==> config.mk <==
export PLATFORM = sky130hd
export DESIGN_NAME = atr_trim_test_regs
export DESIGN_NICKNAME = d
export VERILOG_FILES = /design/src/rtl/atr_pkg.sv /design/src/rtl/atr_field_reg.sv /design/src/rtl/atr_short_monitor.sv /design/src/rtl/atr_trim_test_regs.sv
export SDC_FILE = /design/constraint.sdc
export NUM_CORES = 1
export LEC_CHECK = 0
export ABC_AREA = 0
export BUFFER_PORTS_ARGS = -buffer_cell sky130_fd_sc_hd__buf_4
export CAP_MARGIN = 20
export CELL_PAD_IN_SITES_DETAIL_PLACEMENT = 0
export CELL_PAD_IN_SITES_GLOBAL_PLACEMENT = 1
export CORE_MARGIN = 5
export CORE_UTILIZATION = 37
export DETAILED_ROUTE_END_ITERATION = 8
export GPL_ROUTABILITY_DRIVEN = 1
export PLACE_DENSITY_LB_ADDON = 0.1
export SLEW_MARGIN = 10
export SYNTH_ARGS = -nofsm -noshare
export SYNTH_HDL_FRONTEND = slang
export SYNTH_SLANG_ARGS = --single-unit
export TNS_END_PERCENT = 100
==> constraint.sdc <==
create_clock -name clock -period 1.6 [get_ports clock]
set_clock_uncertainty 0.1 [all_clocks]
set_input_delay 0.24 -clock clock [delete_from_list [all_inputs] [get_ports clock]]
set_output_delay 0.24 -clock clock [all_outputs]
set_load 0.1 [all_outputs]
==> src/rtl/atr_pkg.sv <==
package atr_pkg;
	localparam logic [7:0] ATR_OFS_OSC_BIAS = 8'h18;
	localparam logic [7:0] ATR_OFS_RSVD_A = 8'h19;
	localparam logic [7:0] ATR_OFS_REF_TRIM = 8'h1A;
	localparam logic [7:0] ATR_OFS_RSVD_B = 8'h1B;
	localparam logic [7:0] ATR_OFS_PLL_CTRL = 8'h1C;
	localparam logic [7:0] ATR_OFS_PLL_CUR = 8'h1D;
	localparam logic [7:0] ATR_OFS_PLL_DET = 8'h1E;
	localparam logic [7:0] ATR_OFS_REG_SHORT = 8'h1F;
	localparam logic [7:0] ATR_OFS_UV_TEST = 8'h20;
	localparam logic [7:0] ATR_OFS_LINE_TEST = 8'h21;
	localparam logic [7:0] ATR_OFS_PWR_OVR_A = 8'h22;

	localparam int ATR_POS_OSC_BIAS = 0;
	localparam int ATR_W_OSC_BIAS = 3;
	localparam int ATR_POS_BANDGAP = 4;
	localparam int ATR_W_BANDGAP = 4;
	localparam int ATR_POS_COMMON_V = 0;
	localparam int ATR_W_COMMON_V = 4;
	localparam int ATR_POS_PLL_DIV_RST = 4;
	localparam int ATR_POS_PLL_CUR_TEST = 1;
	localparam int ATR_POS_PLL_FREERUN = 0;
	localparam int ATR_POS_PLL_DET_PD = 0;
	localparam int ATR_POS_REG_OK = 4;
	localparam int ATR_POS_REG_AUTO_DIS = 0;
	localparam int ATR_POS_UV_THRESH = 1;
	localparam int ATR_POS_UV_REF = 0;
	localparam int ATR_POS_LOAD_0 = 3;
	localparam int ATR_POS_LOAD_1 = 2;
	localparam int ATR_POS_SLEW_0 = 1;
	localparam int ATR_POS_SLEW_1 = 0;
	localparam int ATR_POS_OVR = 0;
	localparam int ATR_W_OVR = 6;

	localparam logic [2:0] ATR_RST_OSC_BIAS = 3'h4;
	localparam logic [3:0] ATR_RST_BANDGAP = 4'h4;
	localparam logic [3:0] ATR_RST_COMMON_V = 4'h0;
	localparam logic [0:0] ATR_RST_PLL_DIV_RST = 1'h1;
	localparam logic [0:0] ATR_RST_BIT_CLR = 1'h0;
	localparam logic [0:0] ATR_RST_BIT_SET = 1'h1;
	localparam logic [7:0] ATR_RST_PLL_CUR = 8'h00;
	localparam logic [5:0] ATR_RST_OVR = 6'h00;
endpackage

==> src/rtl/atr_field_reg.sv <==
`timescale 1ns/10ps
module atr_field_reg
	import atr_pkg::*;
#(
	parameter int W = 1,
	parameter logic [W-1:0] RST = '0
) (
	input wire logic clock,
	input wire logic rst_n,
	input wire logic wrEn,
	input wire logic [W-1:0] wrData,
	output logic [W-1:0] q
);
	logic [W-1:0] q_r;
	logic [W-1:0] q_nxt;

	assign q_nxt = wrEn ? wrData : q_r;
	assign q = q_r;

	always_ff @(posedge clock) begin
		if (!rst_n) begin
			q_r <= RST; // [RULE16]
		end else begin
			q_r <= q_nxt; // [RULE16]
		end
	end
endmodule

==> src/rtl/atr_short_monitor.sv <==
`timescale 1ns/10ps
module atr_short_monitor
	import atr_pkg::*;
(
	input wire logic clock,
	input wire logic rst_n,
	input wire logic ldoShortDet,
	input wire logic autoOffDisable,
	output logic regulatorOk,
	output logic ldoPowerDown
);
	logic regulatorOk_r;
	logic ldoPowerDown_r;
	logic regulatorOk_nxt;
	logic ldoPowerDown_nxt;

	// flag is a live status; low for as long as the short is seen
	assign regulatorOk_nxt = ~ldoShortDet; // [RULE6]
	// auto power-down only follows a short when software has not disabled it
	assign ldoPowerDown_nxt = ldoShortDet & ~autoOffDisable; // [RULE7]
	assign regulatorOk = regulatorOk_r;
	assign ldoPowerDown = ldoPowerDown_r;

	always_ff @(posedge clock) begin
		if (!rst_n) begin
			regulatorOk_r <= ATR_RST_BIT_SET;
			ldoPowerDown_r <= ATR_RST_BIT_CLR;
		end else begin
			regulatorOk_r <= regulatorOk_nxt;
			ldoPowerDown_r <= ldoPowerDown_nxt;
		end
	end
endmodule

==> src/rtl/atr_trim_test_regs.sv <==
`timescale 1ns/10ps
// Notes on behaviour
// RULE1: pll divider reset bit, low holds dividers
// RULE2: pll bit 1 enables reference-current test mode
// RULE3: pll bit 0 raises free-running frequency
// RULE4: test current code applies only in test
// RULE5: detector bit 0 powers down phase detector
// RULE6: regulator flag reads zero during short
// RULE7: auto power-down on short unless disabled
// RULE8: uv bit 1 selects threshold pair
// RULE9: uv bit 0 selects detection reference
// RULE10: line bits 3,2 first-stage load legs
// RULE11: line bits 1,0 slew, reset set
// RULE12: oscillator bias trim bits 2-0, reset 4
// RULE13: upper nibble bandgap trim, reset bit6
// RULE14: low nibble common voltage trim, reset 0
// RULE15: six override bits for analog sub-blocks
// RULE16: fields read back, reset, reserved zero
module atr_trim_test_regs
	import atr_pkg::*;
(
	input wire logic clock,
	input wire logic rst_n,
	input wire logic [7:0] regAddr,
	input wire logic [7:0] regWrData,
	input wire logic regWrEn,
	input wire logic regRdEn,
	output logic [7:0] regRdData,
	input wire logic ldoShortDet,
	output logic [2:0] oscBiasTrim,
	output logic [3:0] bandgapTrim,
	output logic [3:0] commonVoltageTrim,
	output logic pllDividerReset_n,
	output logic pllCurrentTestEn,
	output logic pllFastFreerun,
	output logic [7:0] pllTestCurrentCode,
	output logic pllDetectorPowerdown,
	output logic regulatorOk,
	output logic regulatorAutoOffDisable,
	output logic ldoPowerDown,
	output logic uvThresholdSelect,
	output logic uvReferenceSelect,
	output logic lineLoadCtrl0,
	output logic lineLoadCtrl1,
	output logic lineSlewCtrl0,
	output logic lineSlewCtrl1,
	output logic [5:0] powerOverride
);
	logic selOsc;
	logic selRef;
	logic selPll;
	logic selCur;
	logic selDet;
	logic selShort;
	logic selUv;
	logic selLine;
	logic selOvr;
	logic wrOsc;
	logic wrRef;
	logic wrPll;
	logic wrCur;
	logic wrDet;
	logic wrShort;
	logic wrUv;
	logic wrLine;
	logic wrOvr;
	logic [7:0] pllCodeStored;
	logic [7:0] rdOsc;
	logic [7:0] rdRef;
	logic [7:0] rdPll;
	logic [7:0] rdDet;
	logic [7:0] rdShort;
	logic [7:0] rdUv;
	logic [7:0] rdLine;
	logic [7:0] rdOvr;
	logic [7:0] rdMux;
	logic [7:0] regRdData_r;
	logic [7:0] regRdData_nxt;
	logic anySel;
	logic [35:0] storedFields;

	assign selOsc = regAddr == ATR_OFS_OSC_BIAS;
	assign selRef = regAddr == ATR_OFS_REF_TRIM;
	assign selPll = regAddr == ATR_OFS_PLL_CTRL;
	assign selCur = regAddr == ATR_OFS_PLL_CUR;
	assign selDet = regAddr == ATR_OFS_PLL_DET;
	assign selShort = regAddr == ATR_OFS_REG_SHORT;
	assign selUv = regAddr == ATR_OFS_UV_TEST;
	assign selLine = regAddr == ATR_OFS_LINE_TEST;
	assign selOvr = regAddr == ATR_OFS_PWR_OVR_A;
	assign wrOsc = regWrEn & selOsc;
	assign wrRef = regWrEn & selRef;
	assign wrPll = regWrEn & selPll;
	assign wrCur = regWrEn & selCur;
	assign wrDet = regWrEn & selDet;
	assign wrShort = regWrEn & selShort;
	assign wrUv = regWrEn & selUv;
	assign wrLine = regWrEn & selLine;
	assign wrOvr = regWrEn & selOvr;

	atr_field_reg #(.W(ATR_W_OSC_BIAS), .RST(ATR_RST_OSC_BIAS)) oscBiasReg ( // [RULE12]
		.clock(clock), .rst_n(rst_n), .wrEn(wrOsc),
		.wrData(regWrData[ATR_POS_OSC_BIAS +: ATR_W_OSC_BIAS]), .q(oscBiasTrim));
	atr_field_reg #(.W(ATR_W_BANDGAP), .RST(ATR_RST_BANDGAP)) bandgapReg ( // [RULE13]
		.clock(clock), .rst_n(rst_n), .wrEn(wrRef),
		.wrData(regWrData[ATR_POS_BANDGAP +: ATR_W_BANDGAP]), .q(bandgapTrim));
	atr_field_reg #(.W(ATR_W_COMMON_V), .RST(ATR_RST_COMMON_V)) commonVReg ( // [RULE14]
		.clock(clock), .rst_n(rst_n), .wrEn(wrRef),
		.wrData(regWrData[ATR_POS_COMMON_V +: ATR_W_COMMON_V]), .q(commonVoltageTrim));
	atr_field_reg #(.W(1), .RST(ATR_RST_PLL_DIV_RST)) pllDivReg ( // [RULE1]
		.clock(clock), .rst_n(rst_n), .wrEn(wrPll),
		.wrData(regWrData[ATR_POS_PLL_DIV_RST]), .q(pllDividerReset_n));
	atr_field_reg #(.W(1), .RST(ATR_RST_BIT_CLR)) pllTestReg ( // [RULE2]
		.clock(clock), .rst_n(rst_n), .wrEn(wrPll),
		.wrData(regWrData[ATR_POS_PLL_CUR_TEST]), .q(pllCurrentTestEn));
	atr_field_reg #(.W(1), .RST(ATR_RST_BIT_CLR)) pllFreeReg ( // [RULE3]
		.clock(clock), .rst_n(rst_n), .wrEn(wrPll),
		.wrData(regWrData[ATR_POS_PLL_FREERUN]), .q(pllFastFreerun));
	atr_field_reg #(.W(8), .RST(ATR_RST_PLL_CUR)) pllCurReg ( // [RULE4]
		.clock(clock), .rst_n(rst_n), .wrEn(wrCur),
		.wrData(regWrData), .q(pllCodeStored));
	atr_field_reg #(.W(1), .RST(ATR_RST_BIT_CLR)) pllDetReg ( // [RULE5]
		.clock(clock), .rst_n(rst_n), .wrEn(wrDet),
		.wrData(regWrData[ATR_POS_PLL_DET_PD]), .q(pllDetectorPowerdown));
	atr_field_reg #(.W(1), .RST(ATR_RST_BIT_CLR)) autoOffReg ( // [RULE7]
		.clock(clock), .rst_n(rst_n), .wrEn(wrShort),
		.wrData(regWrData[ATR_POS_REG_AUTO_DIS]), .q(regulatorAutoOffDisable));
	atr_field_reg #(.W(1), .RST(ATR_RST_BIT_CLR)) uvThreshReg ( // [RULE8]
		.clock(clock), .rst_n(rst_n), .wrEn(wrUv),
		.wrData(regWrData[ATR_POS_UV_THRESH]), .q(uvThresholdSelect));
	atr_field_reg #(.W(1), .RST(ATR_RST_BIT_CLR)) uvRefReg ( // [RULE9]
		.clock(clock), .rst_n(rst_n), .wrEn(wrUv),
		.wrData(regWrData[ATR_POS_UV_REF]), .q(uvReferenceSelect));
	atr_field_reg #(.W(1), .RST(ATR_RST_BIT_CLR)) load0Reg ( // [RULE10]
		.clock(clock), .rst_n(rst_n), .wrEn(wrLine),
		.wrData(regWrData[ATR_POS_LOAD_0]), .q(lineLoadCtrl0));
	atr_field_reg #(.W(1), .RST(ATR_RST_BIT_CLR)) load1Reg ( // [RULE10]
		.clock(clock), .rst_n(rst_n), .wrEn(wrLine),
		.wrData(regWrData[ATR_POS_LOAD_1]), .q(lineLoadCtrl1));
	atr_field_reg #(.W(1), .RST(ATR_RST_BIT_SET)) slew0Reg ( // [RULE11]
		.clock(clock), .rst_n(rst_n), .wrEn(wrLine),
		.wrData(regWrData[ATR_POS_SLEW_0]), .q(lineSlewCtrl0));
	atr_field_reg #(.W(1), .RST(ATR_RST_BIT_SET)) slew1Reg ( // [RULE11]
		.clock(clock), .rst_n(rst_n), .wrEn(wrLine),
		.wrData(regWrData[ATR_POS_SLEW_1]), .q(lineSlewCtrl1));
	atr_field_reg #(.W(ATR_W_OVR), .RST(ATR_RST_OVR)) ovrReg ( // [RULE15]
		.clock(clock), .rst_n(rst_n), .wrEn(wrOvr),
		.wrData(regWrData[ATR_POS_OVR +: ATR_W_OVR]), .q(powerOverride));

	// flag input ignores writes; it is a live status, not storage
	atr_short_monitor shortMon (
		.clock(clock),
		.rst_n(rst_n),
		.ldoShortDet(ldoShortDet),
		.autoOffDisable(regulatorAutoOffDisable),
		.regulatorOk(regulatorOk),
		.ldoPowerDown(ldoPowerDown)
	);

	// gating keeps a stale test code off the pll in normal operation
	assign pllTestCurrentCode = pllCurrentTestEn ? pllCodeStored : 8'h00; // [RULE4]

	assign rdOsc = {5'h00, oscBiasTrim}; // [RULE16]
	assign rdRef = {bandgapTrim, commonVoltageTrim};
	assign rdPll = {3'h0, pllDividerReset_n, 2'h0, pllCurrentTestEn, pllFastFreerun};
	assign rdDet = {7'h00, pllDetectorPowerdown};
	assign rdShort = {3'h0, regulatorOk, 3'h0, regulatorAutoOffDisable}; // [RULE6]
	assign rdUv = {6'h00, uvThresholdSelect, uvReferenceSelect};
	assign rdLine = {4'h0, lineLoadCtrl0, lineLoadCtrl1, lineSlewCtrl0, lineSlewCtrl1};
	assign rdOvr = {2'h0, powerOverride};
	// reserved and unmapped offsets fall through to zero
	assign rdMux = selOsc ? rdOsc :
		selRef ? rdRef :
		selPll ? rdPll :
		selCur ? pllCodeStored :
		selDet ? rdDet :
		selShort ? rdShort :
		selUv ? rdUv :
		selLine ? rdLine :
		selOvr ? rdOvr : 8'h00; // [RULE16]
	assign regRdData_nxt = regRdEn ? rdMux : regRdData_r;
	assign regRdData = regRdData_r;

	always_ff @(posedge clock) begin
		if (!rst_n) begin
			regRdData_r <= 8'h00;
		end else begin
			regRdData_r <= regRdData_nxt;
		end
	end

	// assertion helpers only; nothing in the bank reads them
	assign anySel = selOsc | selRef | selPll | selCur | selDet | selShort | selUv | selLine
		| selOvr;
	assign storedFields = {oscBiasTrim, bandgapTrim, commonVoltageTrim, pllDividerReset_n,
		pllCurrentTestEn, pllFastFreerun, pllCodeStored, pllDetectorPowerdown,
		regulatorAutoOffDisable, uvThresholdSelect, uvReferenceSelect, lineLoadCtrl0,
		lineLoadCtrl1, lineSlewCtrl0, lineSlewCtrl1, powerOverride};

	property pWrite(logic wr, logic [7:0] mask, logic [7:0] rd);
		@(posedge clock) disable iff (!rst_n)
		wr |=> ((rd & mask) == ($past(regWrData) & mask));
	endproperty

	pll_div_rst_a: assert property (@(posedge clock) disable iff (!rst_n) // [RULE1]
		wrPll |=> pllDividerReset_n == $past(regWrData[ATR_POS_PLL_DIV_RST]))
		else $error("pll divider reset bit did not take write");
	pll_reset_val_a: assert property (@(posedge clock) // [RULE1]
		!rst_n |=> pllDividerReset_n && !pllCurrentTestEn && !pllFastFreerun)
		else $error("pll control reset value wrong");
	pll_test_en_a: assert property (pWrite(wrPll, 8'h13, rdPll)) // [RULE2]
		else $error("pll control write not stored");
	pll_freerun_hold_a: assert property (@(posedge clock) disable iff (!rst_n) // [RULE3]
		!wrPll |=> $stable(pllFastFreerun))
		else $error("free-run bit changed without write");
	test_code_gate_a: assert property (@(posedge clock) disable iff (!rst_n) // [RULE4]
		!pllCurrentTestEn |-> pllTestCurrentCode == 8'h00)
		else $error("test current reached pll outside test mode");
	test_code_pass_a: assert property (@(posedge clock) disable iff (!rst_n) // [RULE4]
		wrCur ##1 pllCurrentTestEn |-> pllTestCurrentCode == $past(regWrData))
		else $error("test current code not applied");
	det_pd_write_a: assert property (pWrite(wrDet, 8'h01, rdDet)) // [RULE5]
		else $error("detector power-down bit wrong");
	short_flag_a: assert property (@(posedge clock) disable iff (!rst_n) // [RULE6]
		ldoShortDet [*2] |-> !regulatorOk)
		else $error("regulator flag high during short");
	auto_off_a: assert property (@(posedge clock) disable iff (!rst_n) // [RULE7]
		ldoShortDet && !regulatorAutoOffDisable |=> ldoPowerDown)
		else $error("regulator not powered down on short");
	auto_off_dis_a: assert property (@(posedge clock) disable iff (!rst_n) // [RULE7]
		regulatorAutoOffDisable |=> !ldoPowerDown)
		else $error("regulator powered down while disabled");
	uv_select_a: assert property (pWrite(wrUv, 8'h03, rdUv)) // [RULE8]
		else $error("undervoltage select write not stored");
	uv_ref_hold_a: assert property (@(posedge clock) disable iff (!rst_n) // [RULE9]
		!wrUv |=> $stable(uvReferenceSelect))
		else $error("uv reference changed without write");
	line_write_a: assert property (pWrite(wrLine, 8'h0F, rdLine)) // [RULE10]
		else $error("line test write not stored");
	line_reset_a: assert property (@(posedge clock) // [RULE11]
		!rst_n |=> lineSlewCtrl0 && lineSlewCtrl1 && !lineLoadCtrl0 && !lineLoadCtrl1)
		else $error("line test reset value wrong");
	trim_reset_a: assert property (@(posedge clock) // [RULE12]
		!rst_n |=> oscBiasTrim == 3'h4 && bandgapTrim == 4'h4 && commonVoltageTrim == 4'h0)
		else $error("trim reset value wrong");
	ref_trim_write_a: assert property (pWrite(wrRef, 8'hFF, rdRef)) // [RULE13] [RULE14]
		else $error("reference trim write not stored");
	osc_trim_write_a: assert property (pWrite(wrOsc, 8'h07, rdOsc)) // [RULE12]
		else $error("oscillator trim write not stored");
	override_write_a: assert property (pWrite(wrOvr, 8'h3F, rdOvr)) // [RULE15]
		else $error("override write not stored");
	read_back_a: assert property (@(posedge clock) disable iff (!rst_n) // [RULE16]
		regRdEn && !selOsc && !selRef && !selPll && !selCur && !selDet && !selShort
		&& !selUv && !selLine && !selOvr |=> regRdData == 8'h00)
		else $error("reserved offset read nonzero");
	reserved_bits_a: assert property (@(posedge clock) disable iff (!rst_n) // [RULE16]
		regRdEn && selPll |=> (regRdData & 8'hEC) == 8'h00)
		else $error("reserved pll bits read nonzero");
	field_reset_a: assert property (@(posedge clock) // [RULE16] [RULE15]
		!rst_n |=> pllCodeStored == ATR_RST_PLL_CUR && powerOverride == ATR_RST_OVR
		&& !pllDetectorPowerdown && !regulatorAutoOffDisable && !uvThresholdSelect
		&& !uvReferenceSelect && regulatorOk && !ldoPowerDown && regRdData == 8'h00)
		else $error("field reset value wrong");
	field_hold_a: assert property (@(posedge clock) disable iff (!rst_n) // [RULE16]
		!regWrEn |=> $stable(storedFields))
		else $error("field changed without write");
	refused_write_a: assert property (@(posedge clock) disable iff (!rst_n) // [RULE16]
		regWrEn && !anySel |=> $stable(storedFields))
		else $error("write to reserved offset changed a field");
	read_hold_a: assert property (@(posedge clock) disable iff (!rst_n) // [RULE16]
		!regRdEn |=> $stable(regRdData))
		else $error("read data changed without read");
	osc_rsvd_read_a: assert property (@(posedge clock) disable iff (!rst_n) // [RULE16]
		regRdEn && selOsc |=> regRdData[7:3] == 5'h00)
		else $error("reserved oscillator bits read nonzero");
	ovr_rsvd_read_a: assert property (@(posedge clock) disable iff (!rst_n) // [RULE15]
		regRdEn && selOvr |=> regRdData[7:6] == 2'h0)
		else $error("reserved override bits read nonzero");
	short_rsvd_read_a: assert property (@(posedge clock) disable iff (!rst_n) // [RULE16]
		regRdEn && selShort |=> (regRdData & 8'hEE) == 8'h00)
		else $error("reserved regulator bits read nonzero");
	short_read_a: assert property (@(posedge clock) disable iff (!rst_n) // [RULE6]
		regRdEn && selShort |=> regRdData[ATR_POS_REG_OK] == $past(regulatorOk))
		else $error("regulator flag not on read data");
	short_clear_a: assert property (@(posedge clock) disable iff (!rst_n) // [RULE6]
		!ldoShortDet |=> regulatorOk)
		else $error("regulator flag low without short");
	no_short_pd_a: assert property (@(posedge clock) disable iff (!rst_n) // [RULE7]
		!ldoShortDet |=> !ldoPowerDown)
		else $error("regulator powered down without short");

	cover_short_off_c: cover property (@(posedge clock) disable iff (!rst_n)
		ldoShortDet && !regulatorAutoOffDisable ##1 ldoPowerDown);
	cover_test_mode_c: cover property (@(posedge clock) disable iff (!rst_n)
		wrCur ##[1:20] pllCurrentTestEn && pllTestCurrentCode != 8'h00);
	cover_div_reset_c: cover property (@(posedge clock) disable iff (!rst_n)
		!pllDividerReset_n ##[1:20] pllDividerReset_n);
	cover_readback_c: cover property (@(posedge clock) disable iff (!rst_n)
		wrOvr ##[1:4] (regRdEn && selOvr) ##1 regRdData != 8'h00);
	cover_refused_c: cover property (@(posedge clock) disable iff (!rst_n)
		regWrEn && !anySel);
endmodule

# Word-level counts from Yosys, hierarchy flattened
# Cells that the tools add are included.
[totals]
reg_bits = 46
out_inout_bits = 46
wordCells = 50
inputBits = 21
[classes]
muxes = 10
bitwise = 12
eq_ne = 9
[ops]
columns = ["operator", "count"]
rows = [
  ["8-bit by 5-bit equality test with 1-bit output (second input constant)", 6],
  ["8-bit 2-to-1 mux", 5],
  ["6-bit 2-to-1 mux", 5],
  ["8-bit by 6-bit equality test with 1-bit output (second input constant)", 3],
  ["1-bit AND", 10],
  ["1-bit inverter", 2],
]

# Logic depth before layout (Yosys ltp)
[logic_depth]
depth_word = 10
ltp_mapped = 7
mapped_depth_nobuf = 5

# Cells and area by module
# From an unflattened synthesis, not the netlist that was laid out.
[unflattened]
cells_unflattened = 242
area_unflattened_um2 = 2351.0
[by_module_without_submodules]
columns = ["mod", "seq_area_each_um2", "cells_per_inst", "n_inst", "area_each_um2"]
rows = [
  ["atr_trim_test_regs", 160.2, 126, 1, 965.9],
  ["atr_field_reg (pllCurReg)", 160.2, 25, 1, 301.5],
  ["atr_field_reg (autoOffReg ...)", 20.0, 3, 8, 36.3],
  ["atr_field_reg (ovrReg)", 120.1, 19, 1, 229.0],
  ["atr_field_reg (commonVReg)", 80.1, 13, 1, 156.4],
  ["atr_field_reg (bandgapReg)", 80.1, 13, 1, 147.6],
  ["atr_field_reg (oscBiasReg)", 60.1, 9, 1, 106.4],
  ["atr_field_reg (pllDivReg ...)", 20.0, 3, 3, 33.8],
  ["atr_short_monitor", 40.0, 4, 1, 52.6],
]

# Least setup slack after synthesis
# Ideal clock, no wire load.
[synth_path]
kind = "reg2out"
start = "register pllTestReg.q_r (netlist: pllTestReg.q)"
end = "output pllTestCurrentCode[0]"
setup_slack_ns = -0.642
t_arrival_ns = 1.902
required_time_ns = 1.260
stages_incl_launch_ff = 2
path_buffers = 0
cell_sequence = "dfxtp_1 and2_1"
[synth_between]
elab_chain_len = 1
[synth_rtl]
columns = ["item", "line", "text"]
rows = [
  ["from (decl)", "atr_field_reg.sv:14", "logic [W-1:0] q_r;"],
  ["from (signal assigned)", "atr_field_reg.sv:24", "q_r <= q_nxt;"],
  ["8-bit 2-to-1 mux", "atr_trim_test_regs.sv:161", "assign pllTestCurrentCode = pllCurrentTestEn ? pllCodeStored : 8'h00;"],
  ["to (decl)", "atr_trim_test_regs.sv:36", "output logic [7:0] pllTestCurrentCode,"],
]
# No other way between the ends.

# Final worst setup path
[layout_path]
start = "register pllTestReg.q_r (netlist: pllTestReg.q)"
end = "output pllTestCurrentCode[4]"
# The elaborated chain is that of the path after synthesis.

==> flow_metrics.tcl <==
set metrics [dict create \
    outcome "completed" \
    crit_path_end_kind "output pin" \
    post_cts_buffers 0 \
    ant_nets 0 \
    synth_cells 243 \
    place.gp.congestion 0.915 \
    multi_input_area_um2 1150 \
    hold_viol 0 \
    postLayoutCellArea_um2 3010 \
    placementRows 27 \
    first_global_vias 2120 \
    synth_mux_area_share_pct 14.4 \
    drv_cap 0 \
    crit_fanout 11 \
    finalSetupViolations 0 \
    grt_max_degree 35 \
    tightest_slew_ns 0.462 \
    dpl_cell_area_um2 2860 \
    worst_setup_path_start_kind "flop" \
    endpoint "pllTestCurrentCode[4]" \
    clk_path_buf_depth 2 \
    fin_crit_sh_pct 95.8 \
    syn_area_per_cell_um2 8.91 \
    vias 2095 \
    antenna_found_initial 0 \
    die-area_um2 7480 \
    ys_warn_count 0 \
    overflow 0 \
    nFillCells 573 \
    synth.largest_area_cell "dfxtp_1" \
    drtIter0Drc 128 \
    r2r_cells 4 \
    worstPathArrival_ns 1.19 \
    core_um2 5610 \
    fmax_mhz 652 \
    postLayoutSetupSlackWorst_ns 0.0670 \
    seq_area_um2 945 \
    num-nets-final 342 \
    routed_wl_mm 6.93 \
    grt_usage_pct 19.2 \
    crit_start "pllTestReg.q$_SDFFE_PN0P_" \
    total_power_mw 2.28 \
    synth-edff-count 0 \
    critical_path_class "reg -> out" \
    layout_common_cells "buf_4 (78), nor2_1 (30), mux2i_1 (29)" \
    io_buffers 66 \
    yosys.area_share.simple_pct 23.9 \
    synth_compound_area_share_pct 14.3 \
    finalMaxSlewViolations 0 \
    start_util_pct 38.6 \
    finalNonFillerCells 394 \
    dpl_worst_slack_ns -0.193 \
    ios 67 \
    antenna_cells 0 \
    cts_tree "yes" \
    dr.pass1.iters 5 \
    clk_latency_ns 0.30 \
    vias_per_cell 5.32 \
    drive_above_1_share_pct 40.1 \
    die_x_um 86.5 \
    clk_pin_slew_ns 0.09 \
    grt_pass1_wl_mm 11.2 \
    post_drt_wl_per_cell_um 17.6 \
    die_h_um 86.5 \
    ys_seq_area_share_pct 42.5 \
    cts.sinks 46 \
    drc_errors 0 \
    synthDistinctLibCells 41 \
    synthAdderAreaFrac_pct 0 \
    hold_slack_ns 0.0620 \
    hpwlAfterDp_mm 5.12 \
    synth.net_count 264 \
    slew_headroom_pct 69.2 \
    synth.cell_area_um2 2170 \
    synth.area.top_cells "dfxtp_1 (43%), mux2i_1 (13%), nor2_1 (5.2%)" \
    crit_required_ns 1.26 \
    dp.cells 385 \
    grt_setup_unrepaired "no" \
    p_leak_nw 1.39 \
    period_needed_ns 1.53 \
    final_common_cell "buf_4" \
    timing.rr.end "regRdData[1]$_SDFFE_PN0P_" \
    synth_top_family_by_area "simple AND/OR/NAND/NOR gates" \
    cts_root_buf "clkbuf_8" \
    area_growth_pct 39.1 \
    hold_class "in -> reg" \
    synth_top_area_share_pct 42.5 \
    synth_seq_cells 46 \
    synth_xor_area_share_pct 0 \
    reg2reg_slack_ns 0.25 \
    ir_worst_vdd_mv 0.431 \
    r2r-start "ovrReg.q[1]$_SDFFE_PN0P_" \
    h-tree-depth 2 \
    powerDensity_nw_per_um2 758 \
    tns_ns 0 \
    synthFlopType "dfxtp_1" \
    numCtsBuffers 5 \
    fin_util_pct 53.7 \
    ys_async_sr_fraction_pct 0 \
]
logic make-up (layout without fill, tap and decap cells):
family	count (synthesis)	count (layout)
and+or+nand+nor	101	101
DFF	46	46
AOI/OAI and AO/OA	45	45
muxes	31	31
buffers and inverters	20	99
what timing repair did:
action / in CTS / in global routing
hold buffers: 1 / 0
gates resized for setup: 4 / 5
endpoints found under the setup margin: 4 / 5
hold endpoints to repair: 1 / 0
worst min-delay path by stage:
stage / endpoint / slack [ns] / cells after the start / startpoint
CTS: bandgapReg.q[2]$_SDFFE_PN1P_ / 0.06 / 3 / regWrData[6]
global placement: shortMon.regulatorOk$_SDFF_PN1_ / 0.31 / 2 / ldoShortDet
floorplan: shortMon.regulatorOk$_SDFF_PN1_ / 0.22 / 1 / ldoShortDet
global route: bandgapReg.q[2]$_SDFFE_PN1P_ / 0.08 / 3 / regWrData[6]
finish: bandgapReg.q[2]$_SDFFE_PN1P_ / 0.06 / 3 / regWrData[6]
detailed placement: shortMon.regulatorOk$_SDFF_PN1_ / 0.32 / 2 / ldoShortDet
area by class of cell:
cell class	count	area share, %
tap	72	2.99
clock buffer	6	2.41
timing repair buffer	88	23.4
multi-input combinational	177	38.2
sequential	46	31.4
inverter	3	0.374
clock inverter	2	1.25
cells in the mapped netlist (2+ instances only):
master	instances
o21ai_1	2
inv_1	2
nand2_1	22
nand2b_1	2
mux2i_1	29
o21ai_0	4
buf_2	4
a22o_1	3
buf_4	5
a21oi_1	11
clkbuf_1	7
o22ai_1	3
nor3_1	5
a22oi_1	8
a211oi_1	2
and2_1	11
nor2b_1	3
and3_1	3
nand3_1	16
nand3_2	2
a221oi_1	3
a31oi_1	2
dfxtp_1	46
nor2_1	30
mux2_2	2
worst max-delay path, cell delays in order, from the launching register on:
cell     delay [ns]
dfxtp_2        0.46
and2_2         0.20
buf_6          0.22
layer usage:
metal	track usage, %	vias to the layer above	routed length (um)
li1	-	1017	-
met1	27.4	1004	3360
met2	29.6	71	3090
met3	3.52	3	470
met4	5.10	0	17
met5	0	-	0
power by group:
group          internal (mW)  switching, mW  leakage (nW)
Sequential              1.15        0.00412         0.379
Combinational         0.0855          0.162         0.956
Clock                  0.467          0.413        0.0514
state kept, by name, indices dropped and copies added, names as in the netlist, 3 cells and up:
register,cells
oscBiasReg.q,3
commonVReg.q,4
ovrReg.q,6
regRdData,8
bandgapReg.q,4
pllCurReg.q,8
Note: power is estimated with default switching activity, not from simulation.
